==> config.mk <==
export PLATFORM = sky130hd
export DESIGN_NAME = mdu_controller_flat
export DESIGN_NICKNAME = d
export VERILOG_FILES = /design/src/rtl/mdu_pkg.sv /design/src/rtl/mdu_byte_if.sv /design/src/rtl/mdu_controller.sv /design/src/flat_wrapper.sv
export VERILOG_INCLUDE_DIRS = /design/src /design/src/rtl
export SDC_FILE = /design/constraint.sdc
export NUM_CORES = 1
export LEC_CHECK = 0
export ABC_CLOCK_PERIOD_IN_PS = 4170
export BUFFER_PORTS_ARGS = -buffer_cell sky130_fd_sc_hd__buf_4
export CORE_MARGIN = 4
export CORE_UTILIZATION = 62
export CTS_CLUSTER_DIAMETER = 200
export DETAILED_ROUTE_END_ITERATION = 8
export PLACE_DENSITY_LB_ADDON = 0.2
export SLEW_MARGIN = 20
export SYNTH_ARGS = -nofsm -noshare
export SYNTH_HDL_FRONTEND = slang
export SYNTH_SLANG_ARGS = --single-unit
==> constraint.sdc <==
create_clock -name I_REF_CLK -period 4.17 [get_ports I_REF_CLK]
set_input_delay 0.6255 -clock I_REF_CLK [delete_from_list [all_inputs] [get_ports I_REF_CLK]]
set_output_delay 0.6255 -clock I_REF_CLK [all_outputs]
set_load 0.005 [all_outputs]
==> src/rtl/mdu_regs.svh <==
// Register offsets, field positions, reset values and timing counts
`ifndef MDU_REGS_SVH
`define MDU_REGS_SVH

// =====================================================================
// Byte bus map of the arithmetic unit
`define MDU_LAST_BYTE_ADDR 3'h5
`define MDU_STATUS_ADDR    3'h6
`define MDU_ERR_BIT        7
`define MDU_OV_BIT         6
`define MDU_ERR_RST        1'h0
`define MDU_OV_RST         1'h0
`define MDU_PROD_MAX       32'h0000_FFFF

// =====================================================================
// Calculation time in system clock periods, one clock per period
`define MDU_DIV32_TSYS     5'h11
`define MDU_DIV16_TSYS     5'h09
`define MDU_MUL_TSYS       5'h0B
`define MDU_DIV32_CYCLES   (`MDU_DIV32_TSYS)
`define MDU_DIV16_CYCLES   (`MDU_DIV16_TSYS)
`define MDU_MUL_CYCLES     (`MDU_MUL_TSYS)

// =====================================================================
// Controller registers on AXI4-Lite
`define CTL_OFS_CTRL       8'h00
`define CTL_OFS_OPA        8'h04
`define CTL_OFS_OPB        8'h08
`define CTL_OFS_STAT       8'h0C
`define CTL_OFS_RES0       8'h10
`define CTL_OFS_RES1       8'h14
`define CTL_OP_LSB         0
`define CTL_START_BIT      8
`define CTL_ST_BUSY_BIT    0
`define CTL_ST_DONE_BIT    1
`define CTL_ST_ERR_BIT     2
`define CTL_ST_OV_BIT      3
`define AXI_RESP_OKAY      2'h0
`define AXI_RESP_SLVERR    2'h2

`endif

==> src/rtl/mdu_pkg.sv <==
// Types shared by the arithmetic unit and its controller
package mdu_pkg;

   // ==================================================================
   // Operation selected by the write order
   typedef enum logic [1:0] {
      OP_DIV32 = 2'h0,
      OP_DIV16 = 2'h1,
      OP_MUL   = 2'h2
   } op_t;

   // ==================================================================
   // Write order tracker, named by the byte registers seen so far
   typedef enum logic [8:0] {
      SQ_IDLE   = 9'h001,
      SQ_B0     = 9'h002,
      SQ_B01    = 9'h004,
      SQ_B012   = 9'h008,
      SQ_B0123  = 9'h010,
      SQ_B01234 = 9'h020,
      SQ_B014   = 9'h040,
      SQ_B04    = 9'h080,
      SQ_B041   = 9'h100
   } seq_t;

   typedef struct packed {
      seq_t            seq;
      op_t             op;
      logic            busy;
      logic [4:0]      cnt;
      logic [5:0][7:0] bytes;
      logic            err;
      logic            ov;
      logic [7:0]      rdata;
   } dev_state_t;

   // ==================================================================
   // Controller sequencer
   typedef enum logic [8:0] {
      H_IDLE = 9'h001,
      H_WR   = 9'h002,
      H_WAIT = 9'h004,
      H_STAT = 9'h008,
      H_SGAP = 9'h010,
      H_SCHK = 9'h020,
      H_RD   = 9'h040,
      H_RGAP = 9'h080,
      H_RCAP = 9'h100
   } hst_t;

   typedef struct packed {
      hst_t            st;
      op_t             op;
      logic [2:0]      step;
      logic [4:0]      wcnt;
      logic [31:0]     opa;
      logic [15:0]     opb;
      logic [5:0][7:0] res;
      logic            done;
      logic            err;
      logic            ov;
      logic            aw_got;
      logic [7:0]      awaddr;
      logic            w_got;
      logic [31:0]     wdata;
      logic [3:0]      wstrb;
      logic            bvalid;
      logic [1:0]      bresp;
      logic            rvalid;
      logic [31:0]     rdata;
      logic [1:0]      rresp;
      logic            wr_en;
      logic            rd_en;
      logic [2:0]      addr;
      logic [7:0]      bdata;
   } host_state_t;

endpackage : mdu_pkg

==> src/rtl/mdu_byte_if.sv <==
// Byte register bus between the controller and the arithmetic unit
`timescale 1ns/10ps
interface mdu_byte_if;
   logic       wr_en;
   logic       rd_en;
   logic [2:0] addr;
   logic [7:0] wdata;
   logic [7:0] rdata;

   modport dev (input wr_en, input rd_en, input addr, input wdata,
                output rdata);
   modport ctl (output wr_en, output rd_en, output addr, output wdata,
                input rdata);
endinterface : mdu_byte_if

==> src/rtl/mdu_controller.sv <==
// AXI4-Lite controller that drives the arithmetic unit byte bus
`timescale 1ns/10ps
`include "mdu_regs.svh"

module mdu_controller
   import mdu_pkg::*;
(
   input  wire logic        I_REF_CLK,
   input  wire logic        I_RST_N,
   mdu_byte_if.ctl          BUS,
   input  wire logic [7:0]  I_AWADDR,
   input  wire logic        I_AWVALID,
   output wire logic        O_AWREADY,
   input  wire logic [31:0] I_WDATA,
   input  wire logic [3:0]  I_WSTRB,
   input  wire logic        I_WVALID,
   output wire logic        O_WREADY,
   output wire logic [1:0]  O_BRESP,
   output wire logic        O_BVALID,
   input  wire logic        I_BREADY,
   input  wire logic [7:0]  I_ARADDR,
   input  wire logic        I_ARVALID,
   output wire logic        O_ARREADY,
   output wire logic [31:0] O_RDATA,
   output wire logic [1:0]  O_RRESP,
   output wire logic        O_RVALID,
   input  wire logic        I_RREADY
);

   host_state_t s;
   host_state_t n;

   // Byte register visited at a step; multiply writes 0,4,1,5 but reads 0-3, other ops use one order
   function automatic logic [2:0] step_addr(op_t op, logic [2:0] st,
                                            logic rd);
      logic [2:0] r;
      r = st;
      if (op == OP_DIV16) begin
         r = (st < 3'h2) ? st : st + 3'h2;                      // [RQ4]
      end else if (op == OP_MUL && !rd) begin
         unique case (st)
            3'h1:    r = 3'h4;                                  // [RQ5]
            3'h2:    r = 3'h1;
            3'h3:    r = 3'h5;
            default: r = 3'h0;
         endcase
      end
      return r;
   endfunction : step_addr

   function automatic logic [2:0] last_step(op_t op);
      return (op == OP_DIV32) ? 3'h5 : 3'h3;
   endfunction : last_step

   // ==================================================================
   // Next state
   always_comb begin
      logic [2:0]  ba;
      logic [47:0] src;
      n       = s;
      n.wr_en = 1'b0;
      n.rd_en = 1'b0;
      src     = {s.opb, s.opa};
      ba      = step_addr(s.op, s.step, s.st != H_WR);

      // AXI write channels, taken in either order
      if (I_AWVALID && !s.aw_got && !s.bvalid) begin
         n.aw_got = 1'b1;
         n.awaddr = I_AWADDR;
      end
      if (I_WVALID && !s.w_got && !s.bvalid) begin
         n.w_got = 1'b1;
         n.wdata = I_WDATA;
         n.wstrb = I_WSTRB;
      end
      if (s.bvalid && I_BREADY) begin
         n.bvalid = 1'b0;
      end
      if (s.aw_got && s.w_got) begin
         n.aw_got = 1'b0;
         n.w_got  = 1'b0;
         n.bvalid = 1'b1;
         n.bresp  = `AXI_RESP_OKAY;
         // Operands are frozen while a run uses them
         if (s.awaddr == `CTL_OFS_OPA && s.st == H_IDLE) begin
            for (int i = 0; i < 4; i++) begin
               if (s.wstrb[i]) begin
                  n.opa[8*i +: 8] = s.wdata[8*i +: 8];
               end
            end
         end else if (s.awaddr == `CTL_OFS_OPB && s.st == H_IDLE) begin
            for (int i = 0; i < 2; i++) begin
               if (s.wstrb[i]) begin
                  n.opb[8*i +: 8] = s.wdata[8*i +: 8];
               end
            end
         end else if (s.awaddr == `CTL_OFS_CTRL) begin
            if (s.wdata[`CTL_OP_LSB +: 2] == 2'h3) begin
               n.bresp = `AXI_RESP_SLVERR;
            end else if (s.wstrb[1] && s.wdata[`CTL_START_BIT] &&
                         s.st == H_IDLE) begin
               n.op   = op_t'(s.wdata[`CTL_OP_LSB +: 2]);
               n.st   = H_WR;
               n.step = 3'h0;
               n.done = 1'b0;
               n.err  = 1'b0;
               n.ov   = 1'b0;
            end
         end else if (s.awaddr != `CTL_OFS_OPA &&
                      s.awaddr != `CTL_OFS_OPB) begin
            n.bresp = `AXI_RESP_SLVERR;
         end
      end

      // AXI read channel
      if (s.rvalid && I_RREADY) begin
         n.rvalid = 1'b0;
      end
      if (I_ARVALID && !s.rvalid) begin
         n.rvalid = 1'b1;
         n.rresp  = `AXI_RESP_OKAY;
         n.rdata  = 32'h0000_0000;
         unique case (I_ARADDR)
            `CTL_OFS_CTRL: n.rdata[`CTL_OP_LSB +: 2] = s.op;
            `CTL_OFS_OPA:  n.rdata = s.opa;
            `CTL_OFS_OPB:  n.rdata[15:0] = s.opb;
            `CTL_OFS_STAT: begin
               n.rdata[`CTL_ST_BUSY_BIT] = (s.st != H_IDLE);
               n.rdata[`CTL_ST_DONE_BIT] = s.done;
               n.rdata[`CTL_ST_ERR_BIT]  = s.err;
               n.rdata[`CTL_ST_OV_BIT]   = s.ov;
            end
            `CTL_OFS_RES0: n.rdata = s.res[3:0];
            `CTL_OFS_RES1: n.rdata[15:0] = s.res[5:4];
            default:       n.rresp = `AXI_RESP_SLVERR;
         endcase
      end

      // Byte bus sequencer
      unique case (s.st)
         H_IDLE: begin
         end
         H_WR: begin
            n.wr_en = 1'b1;                                     // [RQ2]
            n.addr  = ba;
            n.bdata = src[8*ba +: 8];                     // [RQ3] [RQ6]
            n.step  = s.step + 3'h1;
            if (s.step == last_step(s.op)) begin
               n.st = H_WAIT;
               unique case (s.op)
                  OP_DIV16: n.wcnt = `MDU_DIV16_CYCLES + 5'h01;
                  OP_MUL:   n.wcnt = `MDU_MUL_CYCLES + 5'h01;
                  default:  n.wcnt = `MDU_DIV32_CYCLES + 5'h01;
               endcase
            end
         end
         H_WAIT: begin
            // Two spare clocks; no access and no idling meanwhile
            if (s.wcnt == 5'h00) begin
               n.st = H_STAT;                            // [RQ10] [RQ20]
            end else begin
               n.wcnt = s.wcnt - 5'h01;
            end
         end
         H_STAT: begin
            n.rd_en = 1'b1;
            n.addr  = `MDU_STATUS_ADDR;
            n.st    = H_SGAP;
         end
         H_SGAP: n.st = H_SCHK;
         H_SCHK: begin
            n.err  = BUS.rdata[`MDU_ERR_BIT];
            n.ov   = BUS.rdata[`MDU_OV_BIT];
            n.step = 3'h0;
            n.st   = H_RD;
            if (BUS.rdata[`MDU_ERR_BIT] || BUS.rdata[`MDU_OV_BIT]) begin
               n.st   = H_IDLE;                                 // [RQ15]
               n.done = 1'b1;
            end
         end
         H_RD: begin
            n.rd_en = 1'b1;                      // [RQ16] [RQ17] [RQ18]
            n.addr  = ba;
            n.st    = H_RGAP;
         end
         H_RGAP: n.st = H_RCAP;
         H_RCAP: begin
            n.res[ba] = BUS.rdata;
            n.step    = s.step + 3'h1;
            n.st      = H_RD;
            if (s.step == last_step(s.op)) begin
               n.st   = H_IDLE;
               n.done = 1'b1;
            end
         end
         default: n.st = H_IDLE;
      endcase
   end

   // ==================================================================
   // State register
   always_ff @(posedge I_REF_CLK) begin
      if (!I_RST_N) begin
         s    <= '0;
         s.st <= H_IDLE;
         s.op <= OP_DIV32;
      end else begin
         s <= n;
      end
   end

   assign BUS.wr_en  = s.wr_en;
   assign BUS.rd_en  = s.rd_en;
   assign BUS.addr   = s.addr;
   assign BUS.wdata  = s.bdata;
   assign O_AWREADY  = !s.aw_got && !s.bvalid;
   assign O_WREADY   = !s.w_got && !s.bvalid;
   assign O_BVALID   = s.bvalid;
   assign O_BRESP    = s.bresp;
   assign O_ARREADY  = !s.rvalid;
   assign O_RVALID   = s.rvalid;
   assign O_RDATA    = s.rdata;
   assign O_RRESP    = s.rresp;

endmodule : mdu_controller

==> src/flat_wrapper.sv <==
// flat-port wrapper written by rule: the top's interface ports become plain ports
module mdu_controller_flat import mdu_pkg::*;
  (I_REF_CLK, I_RST_N, I_AWADDR, I_AWVALID, O_AWREADY, I_WDATA, I_WSTRB, I_WVALID, O_WREADY, O_BRESP, O_BVALID, I_BREADY, I_ARADDR, I_ARVALID, O_ARREADY, O_RDATA, O_RRESP, O_RVALID, I_RREADY, BUS_wr_en, BUS_rd_en, BUS_addr, BUS_wdata, BUS_rdata);
  mdu_byte_if BUS_i ();
  input  wire logic I_REF_CLK;
  input  wire logic I_RST_N;
  input  wire logic [7:0] I_AWADDR;
  input  wire logic I_AWVALID;
  output wire logic O_AWREADY;
  input  wire logic [31:0] I_WDATA;
  input  wire logic [3:0] I_WSTRB;
  input  wire logic I_WVALID;
  output wire logic O_WREADY;
  output wire logic [1:0] O_BRESP;
  output wire logic O_BVALID;
  input  wire logic I_BREADY;
  input  wire logic [7:0] I_ARADDR;
  input  wire logic I_ARVALID;
  output wire logic O_ARREADY;
  output wire logic [31:0] O_RDATA;
  output wire logic [1:0] O_RRESP;
  output wire logic O_RVALID;
  input  wire logic I_RREADY;
  output wire logic [$bits(BUS_i.wr_en)-1:0] BUS_wr_en;
  output wire logic [$bits(BUS_i.rd_en)-1:0] BUS_rd_en;
  output wire logic [$bits(BUS_i.addr)-1:0] BUS_addr;
  output wire logic [$bits(BUS_i.wdata)-1:0] BUS_wdata;
  input wire logic [$bits(BUS_i.rdata)-1:0] BUS_rdata;
  assign BUS_wr_en = BUS_i.wr_en;
  assign BUS_rd_en = BUS_i.rd_en;
  assign BUS_addr = BUS_i.addr;
  assign BUS_wdata = BUS_i.wdata;
  assign BUS_i.rdata = BUS_rdata;
  mdu_controller u_core (.I_REF_CLK(I_REF_CLK), .I_RST_N(I_RST_N), .BUS(BUS_i), .I_AWADDR(I_AWADDR), .I_AWVALID(I_AWVALID), .O_AWREADY(O_AWREADY), .I_WDATA(I_WDATA), .I_WSTRB(I_WSTRB), .I_WVALID(I_WVALID), .O_WREADY(O_WREADY), .O_BRESP(O_BRESP), .O_BVALID(O_BVALID), .I_BREADY(I_BREADY), .I_ARADDR(I_ARADDR), .I_ARVALID(I_ARVALID), .O_ARREADY(O_ARREADY), .O_RDATA(O_RDATA), .O_RRESP(O_RRESP), .O_RVALID(O_RVALID), .I_RREADY(I_RREADY));
endmodule
==> summary.txt, run 1 <==
Initial antenna violation count -> 0
Syn-to-layout area delta -> 13.17%
Leak Pwr -> 4.548 nW
DRT antenna net count -> 0
Detailed Route Iter0 Violations -> 850
Worst EP arrival -> 3380 ps
Util after Layout -> 72.26%
DRT Wirelength -> 23490 um
Final Critical Period -> 3011 ps
Die Footprint -> 17910 um^2
Final hold viol count -> 0
Final setup TNS -> 0 ps
CP bufs+invs -> 0
Total CTS buffers -> 22
Clock sink count -> 213
Global-route wire length before repair -> 37610 um
Die width -> 133.8 um
DR pass1 iterations -> 6
Required time worst endpoint -> 4540 ps
Clk_lat worst skew -> 510 ps
IO buf count -> 118
Largest net degree at the start of global routing -> 108
Fmax -> 0.3321 GHz
Setup crit end kind -> flip-flop
Yosys warns -> 0
Routability Congestion -> 0.8997
Reg2Reg Launch Point -> u_core.s[207]
Critical Path Source Type -> flip-flop
DRC Markers -> 0
R2R setup slack -> 1160 ps
Met3 Wirelength -> 2378 um
Final period util -> 72.22%
CTS clock-pin slew for the worst setup and hold paths -> 60 ps
Via density -> 5.885
Post-synth EDFFs -> 0
Hold Path Class -> input pin to flip-flop
Commonest non-fill, non-tap cell in the layout -> nand2_1
Rows -> 45
Worst stage delay on the critical path -> 650 ps
Final setup vio count -> 0
Final total power -> 0.004346 W
Max VDD drop -> 0.2903 mV
Crit path max-delay family -> simple AND/OR/NAND/NOR gates
Critical path type -> flip-flop to flip-flop
Asr flop ratio synth -> 0%
Synthesized flop and latch total -> 213
Critical path fanouts, max -> 19
Run status -> completed
CP max stage cell -> o31a_1
WHS Endpoint -> u_core.O_RVALID
Relative slew slack -> 45.04%
Hold Path Cell Cnt -> 2
Core area -> 15370 um^2
Mean area per synthesized cell -> 8.826 um^2
Mapped cell area -> 9814 um^2
CP startpoint -> u_core.s[207]
Clock root buffer -> clkbuf_16
Chip height -> 133.8 um
Top_reg_cell synth -> dfxtp_1
Reg2reg end -> u_core.s[104]
PD cells -> 391.3 nW/um^2
RSZ-0062 raised after global routing -> false
Post-CTS Hold Buffers -> 0
Total gr overflow -> 0
Share of layout cells above drive strength 1 -> 18.10%
Most frequent cells in the layout -> nand2_1, dfxtp_1, buf_4
IO Pins -> 121
Worst Skew -> 14.39 ps
Metal-1 WL -> 10490 um
ANT cells -> 0
Slew Viols, Final -> 0
Highest metal used -> met4
DR WL met2 -> 10130 um
Max-Cap Viols -> 0
Clock Path Buffers -> 3
Fin nets -> 1217
Fillcell total -> 1222
CTS tree -> built
Post_cts resized -> 0
Post-CTS Setup Inserts -> 0
Worst-Margin Slew -> 824.4 ps
Global Route Usage Sum -> 25.45%
H-tree depth -> 1
Vias -> 8039
Post-synthesis cell count -> 1112
Worst path cell trace -> nor4b_2 > and4_1 > o31a_1 > nand4_1 > nand3_1 > o21ai_0
DPL Wire Length -> 16460 um
Initial Util -> 63.85%
WL/cell -> 17.20 um
Seq/Total Area, Yosys -> 43.45%
Synth cell types -> 76
Vias in the first global route -> 7291
FF-to-FF path depth -> 6
Hold path startpoint -> I_ARVALID
==> routing by layer <==
metal	track usage, %	vias up
li1	-	3927
met1	37.97	3735
met2	37.82	339
met3	4.839	38
met5	0	-
met4	6.914	0
==> worst reg2reg max path, stage by stage, from the launching register on <==
cell     delay (ps)
dfxtp_1         490
nor4b_2         470
and4_1          340
o31a_1          650
nand4_1         580
nand3_1         240
o21ai_0         110
==> per-stage QoR <==
step	setup slack, ps	hold WS [ps]	cells	cell area [um^2]
5_1_grt	757.1	347.1	1366	11110
3_3_place_gp	1376	444.9	1326	10350
3_5_place_dp	1231	452.9	1326	10350
4_1_cts	1219	334.0	1366	11100
2_1_floorplan	1827	438.0	1113	9818
6_report	1159	343.5	1366	11110
==> cells in the mapped netlist (all sizes together), types with 9 or more instances <==
| cell | instances | area share, % |
|---|---|---|
| nor3 | 12 | 0.71 |
| a22oi | 20 | 1.5 |
| a21boi | 82 | 6.3 |
| nand2 | 232 | 8.9 |
| inv | 16 | 0.61 |
| buf | 72 | 5.2 |
| o21ai | 41 | 2.5 |
| nor2b | 28 | 1.8 |
| mux2i | 50 | 5.1 |
| dfxtp | 213 | 43 |
| a21oi | 26 | 1.3 |
| a21o | 9 | 0.69 |
| nor2 | 24 | 0.92 |
| a222oi | 12 | 1.2 |
| a22o | 12 | 1.1 |
| and3 | 11 | 0.71 |
| clkbuf | 54 | 2.1 |
| o211a | 17 | 1.7 |
| o31ai | 10 | 0.76 |
| ha | 11 | 1.4 |
| nand3 | 71 | 3.8 |
==> layout make-up <==
class | instances | area, um^2 | share of cell area [%]
clock buffer | 29 | 616.8 | 5.554
clock inverter | 11 | 127.6 | 1.149
inverter | 16 | 60.06 | 0.5407
multi-input combinational | 758 | 4813 | 43.34
sequential | 213 | 4264 | 38.39
tap | 211 | 264.0 | 2.377
timing repair buffer | 128 | 960.9 | 8.652
==> worst max path at each step <==
stage	end	slack, ps	depth (start not counted)
5_1_grt	u_core.s[107]	760	6
3_3_place_gp	u_core.s[105]	1380	6
6_report	u_core.s[104]	1160	6
4_1_cts	u_core.s[101]	1220	6
3_5_place_dp	u_core.s[101]	1230	6
2_1_floorplan	u_core.BUS.wdata[6]	1830	8
==> cells by family after synthesis <==
logic type	share of synthesized area (%)
simple gates	21.63
compound gates	19.90
flops	43.45
buf+inv	7.828
mux	5.482
fa+ha+maj	1.402
xor+xnor	0.2678
other cells	0.03821
==> where the power goes <==
group / internal [W] / total (W) / leakage (nW) / switching (W)
registers: 0.00208 / 0.00212 / 1.73 / 0.0000394
logic: 0.000117 / 0.000245 / 2.46 / 0.000129
clock network: 0.00117 / 0.00198 / 0.359 / 0.000806
==> registers in the layout, indices dropped and copies added (netlist names) <==
register          flops
u_core.O_BRESP        1
u_core.s            164
u_core.BUS.rd_en      1
u_core.O_RDATA       32
u_core.O_RRESP        1
u_core.O_BVALID       1
u_core.BUS.addr       3
u_core.BUS.wdata      8
u_core.O_RVALID       1
u_core.BUS.wr_en      1
Note: power is estimated with default switching activity, not from simulation.
==> inputs of run 2 (changes only) <==
Settings changed: ABC_CLOCK_PERIOD_IN_PS 4170 to 2900, CORE_UTILIZATION 62 to 58.
Clock period 4.17 ns to 2.9 ns, I/O delays scaled along.
==> run 2 against run 1 <==
Worst setup slack worse by 750 ps. Combinational power is 48% higher. Total power is 42% higher. Utilization is 4.8 points lower. Sequential share of layout area is 0.25 points lower. Global-route usage is 1.5 points lower. Via count is 0.31% higher. Critical path type unchanged. Largest power group unchanged. Highest routed layer unchanged.
==> summary.txt, run 2 (synthesized netlist as in run 1, its figures left out) <==
Vias -> 8064
WL/cell -> 17.37 um
Combinational share of power -> 5.9%
DPL Wire Length -> 16880 um
DP Area -> 10480 um^2
Detailed Route Iter0 Violations -> 883
Clock root buffer -> clkbuf_16
Worst path cell trace -> or4b_1 > nor4_4 > mux2i_1 > buf_4 > nand4_1 > buf_4 > nand3_1 > o21ai_0
Die Footprint -> 19070 um^2
Most frequent cells in the layout -> nand2_1, dfxtp_1, buf_4
DRT Wirelength -> 24030 um
Post-CTS Setup Inserts -> 0
Die width -> 138.1 um
Max VDD drop -> 0.3658 mV
Util after Layout -> 67.41%
Reg2reg end -> u_core.s[106]
Global Route Usage Sum -> 23.94%
Net Switching -> 0.001363 W
Final setup TNS -> 0 ps
Worst-Margin Slew -> 748.4 ps
Fin nets -> 1232
Fmax -> 0.4016 GHz
Commonest non-fill, non-tap cell in the layout -> nand2_1
Metal-1 WL -> 11180 um
Total CTS buffers -> 23
Total gr overflow -> 0
CP bufs+invs -> 2
Pre-CTS setup slack -> 427.5 ps
Setup crit end kind -> flip-flop
DRT antenna net count -> 0
Largest Register -> u_core.s
Clk_lat worst skew -> 510 ps
IO Pins -> 121
PD cells -> 550.5 nW/um^2
Levels on crit path -> 8
Switching share of power -> 22.15%
Highest metal used -> met4
Share of layout cells above drive strength 1 -> 18.49%
Max-Cap Viols -> 0
Final total power -> 0.006154 W
Leak Pwr -> 4.597 nW
Worst stage delay on the critical path -> 550 ps
Hold Path Cell Cnt -> 2
Seq pwr share -> 49.6%
Final hold viol count -> 0
Initial antenna violation count -> 0
IO buf count -> 118
Crit-path most repeated cell -> buf_4
Core area -> 16580 um^2
DR WL met2 -> 10000 um
Final Critical Period -> 2490 ps
Hold Path Class -> input pin to flip-flop
Routability Congestion -> 0.9481
Syn-to-layout area delta -> 13.91%
Clock Path Buffers -> 3
FF-to-FF path depth -> 8
Chip height -> 138.1 um
Final setup vio count -> 0
Post_cts resized -> 0
RSZ-0062 raised after global routing -> false
Final period util -> 85.86%
Worst Skew -> 12.73 ps
Reg2Reg Launch Point -> u_core.s[207]
Met3 Wirelength -> 2268 um
Critical path fanouts, max -> 22
Crit path max-delay family -> simple AND/OR/NAND/NOR gates
Relative slew slack -> 50.00%
Worst EP arrival -> 2870 ps
H-tree depth -> 1
DRC Markers -> 0
Largest net degree at the start of global routing -> 109
P_int -> 0.004791 W
Vias in the first global route -> 7442
Run status -> completed
Initial Util -> 59.18%
CP max stage cell -> or4b_1
CTS clock-pin slew for the worst setup and hold paths -> 60 ps
Critical path type -> flip-flop to flip-flop
PnR worst setup slack -> 410.0 ps
CTS tree -> built
Required time worst endpoint -> 3280 ps
Fillcell total -> 1429
Global-route wire length before repair -> 38670 um
Slew Viols, Final -> 0
Rows -> 47
Clock power share -> 44.5%
Via density -> 5.831
WHS Endpoint -> u_core.O_RVALID
Hold path startpoint -> I_ARVALID
Post-CTS Hold Buffers -> 0
R2R setup slack -> 410 ps
Final Instance Area -> 11180 um^2
ANT cells -> 0
DR pass1 iterations -> 6
Critical Path Source Type -> flip-flop
Max reg flops -> 164
Clock sink count -> 213
## run 2: per-stage QoR
stage | instances | hold slack (ps)
floorplan | 1113 | 438.0
global placement | 1349 | 444.1
detailed placement | 1349 | 450.7
CTS | 1383 | 143.7
global route | 1383 | 160.2
finish | 1383 | 156.0
## run 2: power by group through the flow
stage	registers [W]	logic, W	clock network, W
global route	0.00306	0.000406	0.00292
CTS	0.00305	0.000365	0.00279
global placement	0.00311	0.000360	0
detailed placement	0.00311	0.000364	0
floorplan	0.00309	0.000243	0
finish	0.00305	0.000362	0.00274
## run 2: final cells by class
class / count / area (um^2) / area share (%)
Timing Repair Buffer: 142 / 1079 / 9.647
Sequential cell: 213 / 4264 / 38.14
Multi-Input combinational cell: 758 / 4805 / 42.98
Clock buffer: 29 / 638.1 / 5.708
Inverter: 16 / 60.06 / 0.5372
Clock inverter: 5 / 58.81 / 0.5260
Tap cell: 220 / 275.3 / 2.462
## run 2: worst max path at each step
stage	startpoint	to
4_1_cts	u_core.s[207]	u_core.s[106]
3_5_place_dp	u_core.s[207]	u_core.s[122]
2_1_floorplan	u_core.s[209]	u_core.BUS.wdata[6]
5_1_grt	u_core.s[207]	u_core.s[116]
3_3_place_gp	u_core.s[207]	u_core.s[116]
6_report	u_core.s[207]	u_core.s[106]
## run 2: worst reg2reg max path: stages (launching register included)
cell,delay [ps]
dfxtp_1,490
or4b_1,550
nor4_4,300
mux2i_1,240
buf_4,280
nand4_1,120
buf_4,200
nand3_1,90
o21ai_0,100
## run 2: per-layer routing
metal,global-route usage (%),vias to the layer above
li1,-,3939
met1,36.18,3732
met2,34.43,355
met3,4.662,38
met4,7.592,0
met5,0,-
==> inputs of run 3 (changes only) <==
Settings changed: CAP_MARGIN from default to 15, MAX_ROUTING_LAYER from default to met4.
==> run 3 against run 2 <==
Critical endpoint is now u_core.s[119]. Combinational power barely moved. Non-clock buffer count did not move. Sequential share of layout area did not move. Sequential power about the same. Critical path type unchanged. Register-to-register slack barely moved.
==> summary.txt, run 3 (synthesized netlist as in run 1, its figures left out) <==
Run status -> completed
Fin nets -> 1232
Clock root buffer -> clkbuf_16
Die Footprint -> 19070 um^2
Critical Path Source Type -> flip-flop
Final total power -> 0.006153 W
DR pass1 iterations -> 5
CTS tree -> built
Crit-path most repeated cell -> buf_4
Critical path type -> flip-flop to flip-flop
Final Critical Period -> 2485 ps
Post-CTS Setup Inserts -> 0
IO Pins -> 121
Clock Path Buffers -> 3
Clk_lat worst skew -> 510 ps
DP Area -> 10480 um^2
Post-CTS Hold Buffers -> 0
Max-Cap Viols -> 0
Worst EP arrival -> 2870 ps
Final Instance Area -> 11180 um^2
Detailed Route Iter0 Violations -> 772
Dpl cells -> 1349
Global-route wire length before repair -> 38660 um
Combinational share of power -> 5.9%
Worst Skew -> 9.896 ps
Clock power share -> 44.5%
Chip height -> 138.1 um
Initial antenna violation count -> 0
Slew Viols, Final -> 0
Total CTS buffers -> 23
Final hold viol count -> 0
DRT Wirelength -> 23980 um
Worst path cell trace -> or4b_1 > nor4_4 > mux2i_1 > buf_4 > nand4_1 > buf_4 > nand3_1 > o21ai_0
Share of layout cells above drive strength 1 -> 18.49%
ANT cells -> 0
H-tree depth -> 1
Critical path fanouts, max -> 22
CTS clock-pin slew for the worst setup and hold paths -> 60 ps
DPL Wire Length -> 16880 um
Post_cts resized -> 0
Core area -> 16580 um^2
DRC Markers -> 0
Hold_ws -> 157.0 ps
Max reg flops -> 164
Via density -> 5.867
Global Route Usage Sum -> 24.69%
Die width -> 138.1 um
Setup crit end kind -> flip-flop
Final setup TNS -> 0 ps
Required time worst endpoint -> 3290 ps
CP max stage cell -> or4b_1
Initial Util -> 59.18%
Layout Cells excl Fill -> 1383
Rows -> 47
IO buf count -> 118
Net Switching -> 0.001362 W
Crit path max-delay family -> simple AND/OR/NAND/NOR gates
Most frequent cells in the layout -> nand2_1, dfxtp_1, buf_4
Fmax -> 0.4024 GHz
Max VDD drop -> 0.3662 mV
Commonest non-fill, non-tap cell in the layout -> nand2_1
Leak Pwr -> 4.597 nW
Clock sink count -> 213
Vias -> 8114
Relative slew slack -> 49.86%
DRT antenna net count -> 0
Worst stage delay on the critical path -> 550 ps
WL/cell -> 17.34 um
Seq pwr share -> 49.6%
Syn-to-layout area delta -> 13.91%
Worst-Margin Slew -> 750.5 ps
Fillcell total -> 1429
Largest net degree at the start of global routing -> 109
Vias in the first global route -> 7435
P_int -> 0.004791 W
RSZ-0062 raised after global routing -> false
Final setup vio count -> 0
Switching share of power -> 22.14%
Largest Register -> u_core.s
Final period util -> 85.70%
PD cells -> 550.4 nW/um^2
Hold Path Class -> input pin to flip-flop
Total gr overflow -> 0
Routability Congestion -> 0.9654
CP bufs+invs -> 2
[run 3: cell counts in the layout (fill, tap and decap cells not counted)]
No cell type changed its count.
[run 3: power groups by stage]
stage          combinational (W)  clock [W]  sequential (W)
2_1_floorplan           0.000243          0         0.00309
3_3_place_gp            0.000360          0         0.00311
3_5_place_dp            0.000364          0         0.00311
4_1_cts                 0.000365    0.00279         0.00305
5_1_grt                 0.000406    0.00292         0.00306
6_report                0.000363    0.00274         0.00305
[run 3: metal layers]
metal	vias to the layer above	GRT usage [%]	wire [um]	share of wire, %
met5	-	-	0	0
met4	0	7.592	592	2.5
met3	40	4.489	2258	9.4
met2	345	34.35	10020	42
met1	3780	36.45	11100	46
li1	3949	-	-	-
[run 3: path summary, 6_finish.rpt]
| kind | from | endpoint | slack [ps] | cells past startpoint |
|---|---|---|---|---|
| setup / recovery | u_core.s[207] | u_core.s[119] | 410 | 8 |
| hold / removal | I_ARVALID | u_core.O_RVALID | 160 | 2 |
| hold reg to reg | u_core.s[130] | u_core.s[130] | 450 | 2 |
| setup reg to reg | u_core.s[207] | u_core.s[119] | 410 | 8 |
[run 3: through the flow]
stage                     setup slack (ps)  utilization (%)
after floorplan                      556.8                -
after global placement               487.7            63.21
after detailed placement             427.5            63.21
after CTS                            416.8            67.41
after global routing                 253.9            67.41
final                                414.8            67.41
[run 3: cell type report]
cell class,count,area (um^2),area share [%]
multi-input cells,758,4805,42.98
flip-flops and latches,213,4264,38.14
repair buffers,142,1079,9.647
clock buffers,29,638.1,5.708
well taps,220,275.3,2.462
inverters,16,60.06,0.5372
clock inverters,5,58.81,0.5260
[run 3: worst reg2reg max path, stage by stage, from the launching register on]
cell and delay, ps:
dfxtp_1 480, or4b_1 550, nor4_4 300, mux2i_1 240
buf_4 280, nand4_1 120, buf_4 200, nand3_1 100
o21ai_0 90
